$ cat src/hw/tmr01_pkg.sv
// constants and types for the timer 0/1 and external interrupt block
package tmr01_pkg;
  localparam logic [7:0] TMR_OFS_CTRL  = 8'h88;
  localparam logic [7:0] TMR_OFS_MODE  = 8'h89;
  localparam logic [7:0] TMR_OFS_T0LO  = 8'h8a;
  localparam logic [7:0] TMR_OFS_T1LO  = 8'h8b;
  localparam logic [7:0] TMR_OFS_T0HI  = 8'h8c;
  localparam logic [7:0] TMR_OFS_T1HI  = 8'h8d;

  localparam logic [7:0] TMR_RST_CTRL  = 8'h00;
  localparam logic [7:0] TMR_RST_MODE  = 8'h00;
  localparam logic [7:0] TMR_RST_COUNT = 8'h00;

  // timer_irq_control bit positions
  localparam int TMR_B_OVF1 = 7;
  localparam int TMR_B_RUN1 = 6;
  localparam int TMR_B_OVF0 = 5;
  localparam int TMR_B_RUN0 = 4;
  localparam int TMR_B_XFL1 = 3;
  localparam int TMR_B_XTY1 = 2;
  localparam int TMR_B_XFL0 = 1;
  localparam int TMR_B_XTY0 = 0;

  // timer_mode_select bit positions
  localparam int TMR_B_GTE1  = 7;
  localparam int TMR_B_CSEL1 = 6;
  localparam int TMR_B_M1HI  = 5;
  localparam int TMR_B_M1LO  = 4;
  localparam int TMR_B_GTE0  = 3;
  localparam int TMR_B_CSEL0 = 2;
  localparam int TMR_B_M0HI  = 1;
  localparam int TMR_B_M0LO  = 0;

  // operating modes of the two-bit mode fields
  localparam logic [1:0] TMR_MODE_13BIT = 2'h0;
  localparam logic [1:0] TMR_MODE_16BIT = 2'h1;
  localparam logic [1:0] TMR_MODE_RELD  = 2'h2;
  localparam logic [1:0] TMR_MODE_SPLIT = 2'h3;

  // pin index in the synchroniser vectors
  localparam int TMR_P_CNT0 = 0;
  localparam int TMR_P_CNT1 = 1;
  localparam int TMR_P_XIN0 = 2;
  localparam int TMR_P_XIN1 = 3;
  localparam logic [3:0] TMR_SYNC_RST = 4'hf;

  typedef struct packed {
    logic [7:0] ctrl;
    logic [7:0] mode;
    logic [7:0] t0Lo;
    logic [7:0] t0Hi;
    logic [7:0] t1Lo;
    logic [7:0] t1Hi;
    logic [3:0] syncA;
    logic [3:0] syncB;
    logic [3:0] syncC;
    logic [7:0] rdData;
  } tmr_state_s;
endpackage : tmr01_pkg

$ cat src/hw/tmr01_ext_irq.sv
// timer 0/1 counters with external interrupt sensing, reached over the special function register bus
// What this block does
// - timer1 overflow sets its flag unless timer0 is in split mode; software or vectoring to its routine clears it
// - timer0 overflow sets its flag; software or vectoring to its routine clears it
// - timer1 counts only while its run bit is set, subject to gating
// - timer0 counts only while its run bit is set, subject to gating, except its split-mode high byte, which runs under timer1 run
// - ext irq1 flag set on chosen edge/level; vector clears it in edge mode
// - ext irq0 flag set on chosen edge/level; vector clears it in edge mode
// - ext irq1 type bit: 0 level, 1 edge; polarity from separate configuration
// - ext irq0 type bit: 0 level, 1 edge; polarity from separate configuration
// - timer1 gate set means it also needs ext irq1 input active
// - timer0 gate set means it also needs ext irq0 input active
// - timer1 counter select picks timer clock or falling edges of its pin
// - timer0 counter select picks timer clock or falling edges of its pin
// - timer1 modes: 13-bit, 16-bit, 8-bit auto-reload, inactive
// - timer0 modes: 13-bit, 16-bit, 8-bit auto-reload, two 8-bit timers
// - timer0 low byte register reads and writes count bits 7:0, resets zero
// - timer1 low byte register reads and writes count bits 7:0, resets zero
// - timer0 high byte register reads and writes count high bits, resets zero
// - timer1 high byte register holds the high count bits
// - clock-select picks prescaled or system clock in timer mode only; timer1's also clocks the split timer0 high byte in counter mode
module tmr01_ext_irq
  import tmr01_pkg::*;
(
  input  wire logic       ref_clk,
  input  wire logic       rst_n,
  input  wire logic [7:0] sfrAddr,
  input  wire logic       sfrWrEn,
  input  wire logic [7:0] sfrWrData,
  output logic      [7:0] sfrRdData,
  input  wire logic       timer0CountPin,
  input  wire logic       timer1CountPin,
  input  wire logic       extIrq0Input,
  input  wire logic       extIrq1Input,
  input  wire logic       extIrq0Polarity,
  input  wire logic       extIrq1Polarity,
  input  wire logic       timer0ClkSel,
  input  wire logic       timer1ClkSel,
  input  wire logic       prescaleTick,
  input  wire logic       vecTimer0,
  input  wire logic       vecTimer1,
  input  wire logic       vecExtIrq0,
  input  wire logic       vecExtIrq1,
  output logic            timer0OverflowFlag,
  output logic            timer1OverflowFlag,
  output logic            extIrq0Flag,
  output logic            extIrq1Flag
);

  tmr_state_s st_r;
  tmr_state_s st_nxt;

  // one count step: returns {overflow, high, low}
  function automatic logic [16:0] tmr_step(input logic [1:0] md, input logic [7:0] hi, input logic [7:0] lo);
    logic [16:0] res;
    res = {1'b0, hi, lo};
    case (md)
      TMR_MODE_13BIT: begin
        res[4:0] = lo[4:0] + 5'h01;
        if (lo[4:0] == 5'h1f) begin
          res[15:8] = hi + 8'h01;
          res[16]   = (hi == 8'hff);
        end
      end
      TMR_MODE_16BIT: begin
        res = {1'b0, hi, lo} + 17'h00001;
      end
      // reload low byte from high byte
      TMR_MODE_RELD: begin
        res[7:0] = (lo == 8'hff) ? hi : lo + 8'h01;
        res[16]  = (lo == 8'hff);
      end
      default: begin
        res = {1'b0, hi, lo};
      end
    endcase
    return res;
  endfunction : tmr_step

  logic [3:0]  pinFall;
  logic [3:0]  pinRise;
  logic        int0Active;
  logic        int1Active;
  logic        run0;
  logic        run1;
  logic        tick0;
  logic        tick1;
  logic        tickSys1;
  logic        step0;
  logic        step1;
  logic        stepHi0;
  logic        ovf0;
  logic        ovf1;
  logic        edge0;
  logic        edge1;
  logic [1:0]  mode0;
  logic [1:0]  mode1;
  logic [16:0] next0;
  logic [16:0] next1;
  logic        wrCtrl;

  always_comb begin
    st_nxt = st_r;
    // two-stage synchroniser, edges taken from the settled stages
    st_nxt.syncA = {extIrq1Input, extIrq0Input, timer1CountPin, timer0CountPin};
    st_nxt.syncB = st_r.syncA;
    st_nxt.syncC = st_r.syncB;
    pinFall = st_r.syncC & ~st_r.syncB;
    pinRise = ~st_r.syncC & st_r.syncB;

    mode0 = st_r.mode[TMR_B_M0HI:TMR_B_M0LO];
    mode1 = st_r.mode[TMR_B_M1HI:TMR_B_M1LO];

    int0Active = (st_r.syncB[TMR_P_XIN0] == extIrq0Polarity);
    int1Active = (st_r.syncB[TMR_P_XIN1] == extIrq1Polarity);
    // edge means entering the active level
    edge0 = extIrq0Polarity ? pinRise[TMR_P_XIN0] : pinFall[TMR_P_XIN0];
    // edge means entering the active level
    edge1 = extIrq1Polarity ? pinRise[TMR_P_XIN1] : pinFall[TMR_P_XIN1];

    run0 = st_r.ctrl[TMR_B_RUN0] & (~st_r.mode[TMR_B_GTE0] | int0Active);
    run1 = st_r.ctrl[TMR_B_RUN1] & (~st_r.mode[TMR_B_GTE1] | int1Active);

    // clock select ignored in counter mode
    tick0 = st_r.mode[TMR_B_CSEL0] ? pinFall[TMR_P_CNT0] : (timer0ClkSel | prescaleTick);
    // clock select ignored in counter mode
    tick1 = st_r.mode[TMR_B_CSEL1] ? pinFall[TMR_P_CNT1] : (timer1ClkSel | prescaleTick);
    tickSys1 = timer1ClkSel | prescaleTick;

    step0 = run0 & tick0;
    step1 = run1 & tick1 & (mode1 != TMR_MODE_SPLIT);
    // split high byte runs on the timer clock under timer1 run
    stepHi0 = (mode0 == TMR_MODE_SPLIT) & st_r.ctrl[TMR_B_RUN1] & tickSys1;

    next0 = tmr_step(mode0, st_r.t0Hi, st_r.t0Lo);
    if (mode0 == TMR_MODE_SPLIT) begin
      next0 = {(st_r.t0Lo == 8'hff), st_r.t0Hi, st_r.t0Lo + 8'h01};
    end
    next1 = tmr_step(mode1, st_r.t1Hi, st_r.t1Lo);

    ovf0 = step0 & next0[16];
    // a timer1 overflow is hidden while timer0 borrows the flag in split mode
    ovf1 = (step1 & next1[16] & (mode0 != TMR_MODE_SPLIT)) | (stepHi0 & (st_r.t0Hi == 8'hff));

    if (step0) begin
      st_nxt.t0Lo = next0[7:0];
      if (mode0 != TMR_MODE_SPLIT) begin
        st_nxt.t0Hi = next0[15:8];
      end
    end
    if (stepHi0) begin
      st_nxt.t0Hi = st_r.t0Hi + 8'h01;
    end
    if (step1) begin
      st_nxt.t1Lo = next1[7:0];
      st_nxt.t1Hi = next1[15:8];
    end

    // a software write to a count byte wins over the count step
    if (sfrWrEn) begin
      case (sfrAddr)
        TMR_OFS_MODE: st_nxt.mode = sfrWrData;
        TMR_OFS_T0LO: st_nxt.t0Lo = sfrWrData;
        TMR_OFS_T0HI: st_nxt.t0Hi = sfrWrData;
        TMR_OFS_T1LO: st_nxt.t1Lo = sfrWrData;
        TMR_OFS_T1HI: st_nxt.t1Hi = sfrWrData;
        default: st_nxt.mode = st_r.mode;
      endcase
    end

    // control byte: software write or vector clear first, hardware set on top
    wrCtrl = sfrWrEn & (sfrAddr == TMR_OFS_CTRL);
    if (wrCtrl) begin
      st_nxt.ctrl = sfrWrData;
    end
    if (vecTimer1) begin
      st_nxt.ctrl[TMR_B_OVF1] = 1'b0;
    end
    if (vecTimer0) begin
      st_nxt.ctrl[TMR_B_OVF0] = 1'b0;
    end
    // vector clears only in edge mode
    if (vecExtIrq0 & st_r.ctrl[TMR_B_XTY0]) begin
      st_nxt.ctrl[TMR_B_XFL0] = 1'b0;
    end
    // vector clears only in edge mode
    if (vecExtIrq1 & st_r.ctrl[TMR_B_XTY1]) begin
      st_nxt.ctrl[TMR_B_XFL1] = 1'b0;
    end
    if (ovf1) begin
      st_nxt.ctrl[TMR_B_OVF1] = 1'b1;
    end
    if (ovf0) begin
      st_nxt.ctrl[TMR_B_OVF0] = 1'b1;
    end
    if (st_r.ctrl[TMR_B_XTY0] ? edge0 : int0Active) begin
      st_nxt.ctrl[TMR_B_XFL0] = 1'b1;
    end
    if (st_r.ctrl[TMR_B_XTY1] ? edge1 : int1Active) begin
      st_nxt.ctrl[TMR_B_XFL1] = 1'b1;
    end

    // read data is registered, answering one cycle after the address
    case (sfrAddr)
      TMR_OFS_CTRL: st_nxt.rdData = st_r.ctrl;
      TMR_OFS_MODE: st_nxt.rdData = st_r.mode;
      TMR_OFS_T0LO: st_nxt.rdData = st_r.t0Lo;
      TMR_OFS_T0HI: st_nxt.rdData = st_r.t0Hi;
      TMR_OFS_T1LO: st_nxt.rdData = st_r.t1Lo;
      TMR_OFS_T1HI: st_nxt.rdData = st_r.t1Hi;
      default:      st_nxt.rdData = 8'h00;
    endcase
  end

  always_ff @(posedge ref_clk) begin
    if (!rst_n) begin
      st_r.ctrl   <= TMR_RST_CTRL;
      st_r.mode   <= TMR_RST_MODE;
      st_r.t0Lo   <= TMR_RST_COUNT;
      st_r.t0Hi   <= TMR_RST_COUNT;
      st_r.t1Lo   <= TMR_RST_COUNT;
      st_r.t1Hi   <= TMR_RST_COUNT;
      st_r.syncA  <= TMR_SYNC_RST;
      st_r.syncB  <= TMR_SYNC_RST;
      st_r.syncC  <= TMR_SYNC_RST;
      st_r.rdData <= 8'h00;
    end else begin
      st_r <= st_nxt;
    end
  end

  assign sfrRdData          = st_r.rdData;
  assign timer0OverflowFlag = st_r.ctrl[TMR_B_OVF0];
  assign timer1OverflowFlag = st_r.ctrl[TMR_B_OVF1];
  assign extIrq0Flag        = st_r.ctrl[TMR_B_XFL0];
  assign extIrq1Flag        = st_r.ctrl[TMR_B_XFL1];

  logic noWr;
  assign noWr = !sfrWrEn;
endmodule : tmr01_ext_irq

$ cat config.mk
export PLATFORM = sky130hd
export DESIGN_NAME = tmr01_ext_irq
export DESIGN_NICKNAME = d
export VERILOG_FILES = /design/src/hw/tmr01_pkg.sv /design/src/hw/tmr01_ext_irq.sv
export SDC_FILE = /design/constraint.sdc
export NUM_CORES = 1
export LEC_CHECK = 0
export CELL_PAD_IN_SITES_DETAIL_PLACEMENT = 0
export CELL_PAD_IN_SITES_GLOBAL_PLACEMENT = 2
export CORE_ASPECT_RATIO = 1.2
export CORE_MARGIN = 2
export CORE_UTILIZATION = 35
export DETAILED_ROUTE_END_ITERATION = 8
export DONT_BUFFER_PORTS = 1
export PLACE_DENSITY = 0.8
export SYNTH_ARGS = -nofsm -noshare
export SYNTH_HDL_FRONTEND = slang
export SYNTH_SLANG_ARGS = --single-unit
$ cat constraint.sdc
create_clock -name ref_clk -period 2.1 [get_ports ref_clk]
set_input_delay 0.315 -clock ref_clk [delete_from_list [all_inputs] [get_ports ref_clk]]
set_output_delay 0.315 -clock ref_clk [all_outputs]
set_load 0.05 [all_outputs]
# Yosys cells after proc, flatten, opt, wreduce, memory -nomap -nowiden
# Index checks and enable logic that the tools add are counted.
# Widths: inputs -> output; s select.
[classes]
addsub = 8
multipliers = 0
div = 0
n_lt_le_gt_ge = 0
n_eq_ne = 21
shifts = 0
n_mux = 38
bitwise_logic = 25
reduce_logical = 7
[ops]
columns = ["op", "n"]
rows = [
  ["$eq 8x8->1 const B", 10],
  ["$mux 8", 9],
  ["$pmux 8 s6", 1],
  ["$add 16x1->17 const B", 2],
  ["$add 8x1->8 const B", 4],
  ["$mux 16", 2],
  ["$mux 32", 1],
  ["$pmux 8 s2", 2],
  ["$pmux 5 s3", 2],
  ["$mux 9", 2],
  ["$mux 17", 1],
  ["$and 1x1->1", 14],
  ["$mux 1", 14],
  ["$pmux 3 s2", 2],
  ["$reduce_bool 3->1", 4],
  ["$add 5x1->5 const B", 2],
  ["$eq 5x5->1 const B", 2],
  ["$and 4x4->4", 2],
  ["$not 4->4", 2],
  ["$eq 2x2->1 const B", 3],
  ["$pmux 1 s3", 2],
  ["$or 1x1->1", 5],
  ["$eq 2x1->1 const B", 2],
  ["$logic_not 2->1", 2],
  ["other kinds (4)", 7],
]
[totals]
ff_bits = 68
latch_bits = 0
ram_bits = 0
mem_bits_ro = 0
in_bits = 32
out_inout_bits = 12
word_cells = 113
mem_count = 0

# Logic depth before layout (Yosys ltp)
[logic_depth]
word_depth = 9
mapped_depth = 9
mapped_depth_nobuf = 9

# Worst setup path before layout
# OpenSTA, ideal clock, no wires.
[synth_timing]
path_kind = "flip-flop to flip-flop"
start = "reg st_r[44] (netlist bit)"
end = "reg st_r[40] (netlist bit)"
setup_time_ns = 0.092
arrival_ns = 2.016
t_required_ns = 2.008
setup_slack_ns = -0.008
path_stages_with_launch = 10
period_less_slack_ns = 2.108
path_cell_list = "dfxtp_1 -> ha_1 -> nand3_1 -> inv_2 -> ha_1 -> nand2_1 -> or3_1 -> o2111ai_1 -> a211oi_1 -> o32ai_1"
[synth_via]
elab_chain_len = 9
elab_cells_between_ends = 10
[synth_rtl]
columns = ["element", "line", "rtl"]
rows = [
  ["start: declaration", "tmr01_ext_irq.sv:50", "tmr_state_s st_r;"],
  ["start signal: assignment", "tmr01_ext_irq.sv:228", "st_r <= st_nxt;"],
  ["branches (longest 2 deep; another with $add 16x1->17)", "n/a", ""],
  ["$pmux 8 s2 (*)", "tmr01_ext_irq.sv:57", "case (md)"],
  ["$mux 17 (*)", "tmr01_ext_irq.sv:136", "if (mode0 == TMR_MODE_SPLIT) begin"],
  ["$mux 8 (*)", "tmr01_ext_irq.sv:147", "if (mode0 != TMR_MODE_SPLIT) begin"],
  ["$mux 16 (*)", "tmr01_ext_irq.sv:145", "if (step0) begin"],
  ["$mux 8 (*)", "tmr01_ext_irq.sv:151", "if (stepHi0) begin"],
  ["$mux 8", "tmr01_ext_irq.sv:161", "case (sfrAddr)"],
  ["$mux 32 (*)", "tmr01_ext_irq.sv:160", "if (sfrWrEn) begin"],
]
# Mark *: on every way between the ends.
# A chain may end at the register's enable or synchronous reset.

# Worst setup path in the final report
[layout_timing]
start = "reg st_r, in the netlist mode1[0]"
end = "reg st_r[23] (netlist bit)"
[layout_via]
elab_chain_len = 5
elab_cells_between_ends = 8
[layout_rtl]
columns = ["element", "line", "rtl"]
rows = [
  ["$eq 2x1->1 (tied with other cells)", "tmr01_ext_irq.sv:57", ""],
  ["$pmux 8 s2 / $and 1x1->1 (equally long branches)", "tmr01_ext_irq.sv:57, tmr01_ext_irq.sv:131", ""],
  ["$mux 16 (*)", "tmr01_ext_irq.sv:154", "if (step1) begin"],
  ["$mux 8", "tmr01_ext_irq.sv:161", ""],
  ["$mux 32 (*)", "tmr01_ext_irq.sv:160", ""],
]
# Mark *: on every way between the ends. The rest lies on a longest branch, timed or not.

==> run summary <==
# clock sinks - 68
Worst slew pin tran - 0.645 ns
WS Path Type - register to register
Worst slew margin - 56.9%
Vias in the first global route - 4839
Critical path's largest stage delay - 0.53 ns
Worst-path fanout max - 14
Ys flop type - dfxtp_1
Seq/Total Area, Yosys - 27.8%
Pre-CTS setup slack - 0.0625 ns
WP buf/inv - 0
CTS resizes - 0
First-pass GRT wire length - 28.1 mm
DP HPWL - 13.5 mm
Most used cells in the layout excluding fill and tap cells - dfxtp_1 (68), buf_4 (63), nand2_1 (43)
GR Overflow Total - 0
Final nets - 670
Core area - 0.0138 mm^2
Router iterations before antenna repair - 5
CTS tree - done
Fmax - 502 MHz
Tcrit/Tclk final - 94.9%
CP startpoint kind - register
CP cell instances - ha_1, nand2b_1, a221o_2, or4_1, a31oi_1
Grt met2 use - 41.0%
Vias - 5042
Hold-fix buffers, CTS - 0
Layout cells sized above 1 - 18.6%
Crit path max-delay family - simple AND/OR/NAND/NOR gates
Synthesis-stage register bit count - 68
Required @ worst endpoint - 2.38 ns
Post-CTS Setup Inserts - 0
Wire length per cell - 23.0 um
Setup violators final - 0
Fin worst setup slack - 0.108 ns
Post-Syn Nets - 649
Ant diodes - 0
Boundary Pins - 44
Setup total negative slack - 0 ns
Residual DRC count - 0
Skew final - 0.0104 ns
Mapped cell area - 0.00490 mm^2
Max-cap violations - 0
Leak - 2.03 nW
Initial antenna violation count - 0
Largest net degree at the start of global routing - 44
Sequential Area - 0.00136 mm^2
DR vias/cell - 6.30
Number of synthesized flops with an enable pin - 0
Row count - 47
Area grow syn2layout - 16.0%
Crit-path slowest cell - or4_1
Cts bufs inserted - 9
DRT iter0 DRCs - 464
Port Buffer Count - 0
Initial Utilization - 35.6%
Worst ir drop on vdd - 0.000392 V
Final Max Slew Viols - 0
Cell count after synthesis - 603
CTS Buffer Depth - 2
Fillers - 1392
FFs w/ async S/R, synth - 0%
R2r setup slk - 0.11 ns
Clk_lat worst skew - 0.36 ns
Total track usage - 24.2%
Die height - 134 um
Routing usage on met3 - 4.28%
RSZ-0062 raised after global routing - true
Min Tclk post-route - 1.99 ns
H-tree levels - 3
Die area - 0.0150 mm^2
Clock Tree Root - clkbuf_16
Most common cell after layout, fill and taps aside - dfxtp_1
Layout Utilization - 41.3%
Routed WL - 18.4 mm
Clock-pin slew on the worst setup and hold paths - 0.06 ns
Busiest metal layer after global routing - met2
Tot Pwr - 0.00324 W
CP Capture Type - register
Hold Vio Cnt, Final - 0
Die outline width - 112 um
Syn_area_per_cell - 8.13 um^2
Status - finished, final reports clean
HP Class - input port to register
Post-DRT Antenna Nets - 0
PD cells - 569 mW/mm^2
Distinct cell type count after synthesis - 75
YS warnings - 0
Multi-input logic area - 0.00326 mm^2
M1 GR Usage - 29.2%
CP Data Arrival Time - 2.28 ns
GPL Wtd Cong - 0.939
[Yosys cell counts (9+ instances only)]
library cell	count	area, um^2
clkbuf_1	26	97.6
dfxtp_1	68	1360
nand2_1	44	165
a21oi_1	39	195
nand2b_1	17	106
inv_1	12	45.0
nor2b_1	9	56.3
nor2_1	34	128
nand3_1	23	115
buf_2	17	85.1
nand4_1	17	106
a22oi_1	11	82.6
o21ai_0	39	195
ha_1	14	175
o211ai_1	10	75.1
mux2i_1	15	150
a31oi_1	20	125
[kinds of logic (layout without fill, tap and decap cells)]
logic type / after synthesis / in the layout / share of synthesized area, %
AO/OA/AOI/OAI: 211 / 211 / 29.9
XOR/XNOR: 12 / 12 / 2.14
adder cells (fa/ha/maj): 14 / 14 / 3.57
buffers and inverters: 68 / 94 / 6.40
flip-flops: 68 / 68 / 27.8
multiplexers: 25 / 25 / 7.20
AND/OR/NAND/NOR: 205 / 205 / 23.0
[area by class of cell]
type                       count  area share [%]
tap                          171            3.76
clock buffer                   9            3.96
timing repair buffer          63            8.31
sequential                    68            23.9
multi-input combinational    467            57.2
clock inverter                 7            1.83
inverter                      15           0.990
[through the flow]
stage / cell area (um^2) / hold slack, ns / std cells
4_1_cts: 5660 / 0.0240 / 800
3_3_place_gp: 5340 / 0.388 / 784
2_1_floorplan: 4910 / 0.386 / 603
6_report: 5690 / 0.0407 / 800
5_1_grt: 5690 / 0.0282 / 800
3_5_place_dp: 5340 / 0.395 / 784
[layer usage]
metal  part of all wire, %  vias to the layer above
li1                      -                     2367
met1                    41                     2452
met2                    49                      173
met3                   5.1                       50
met4                   4.1                        0
met5                     0                        -
[where the power goes]
| group | switching, W | total [W] | internal (W) |
|---|---|---|---|
| logic | 0.0000836 | 0.000160 | 0.0000764 |
| registers | 0.0000244 | 0.00134 | 0.00131 |
| clock network | 0.000681 | 0.00174 | 0.00106 |
[worst paths after layout]
kind	start	end	cells after the start
max	mode1[0]	st_r[23]	5
min	rst_n	st_r[10]	1
max reg2reg	mode1[0]	st_r[23]	5
min reg2reg	st_nxt[13]	st_nxt[9]	1
[state kept, by name (all words and copies together) (netlist names)]
signal and cells:
extIrq0Flag 1, extIrq1Flag 1, mode0 2, mode1 2, sfrRdData 8, st_nxt 8
st_r 44, timer0OverflowFlag 1, timer1OverflowFlag 1
No activity file was read; power rests on OpenSTA's default activity.
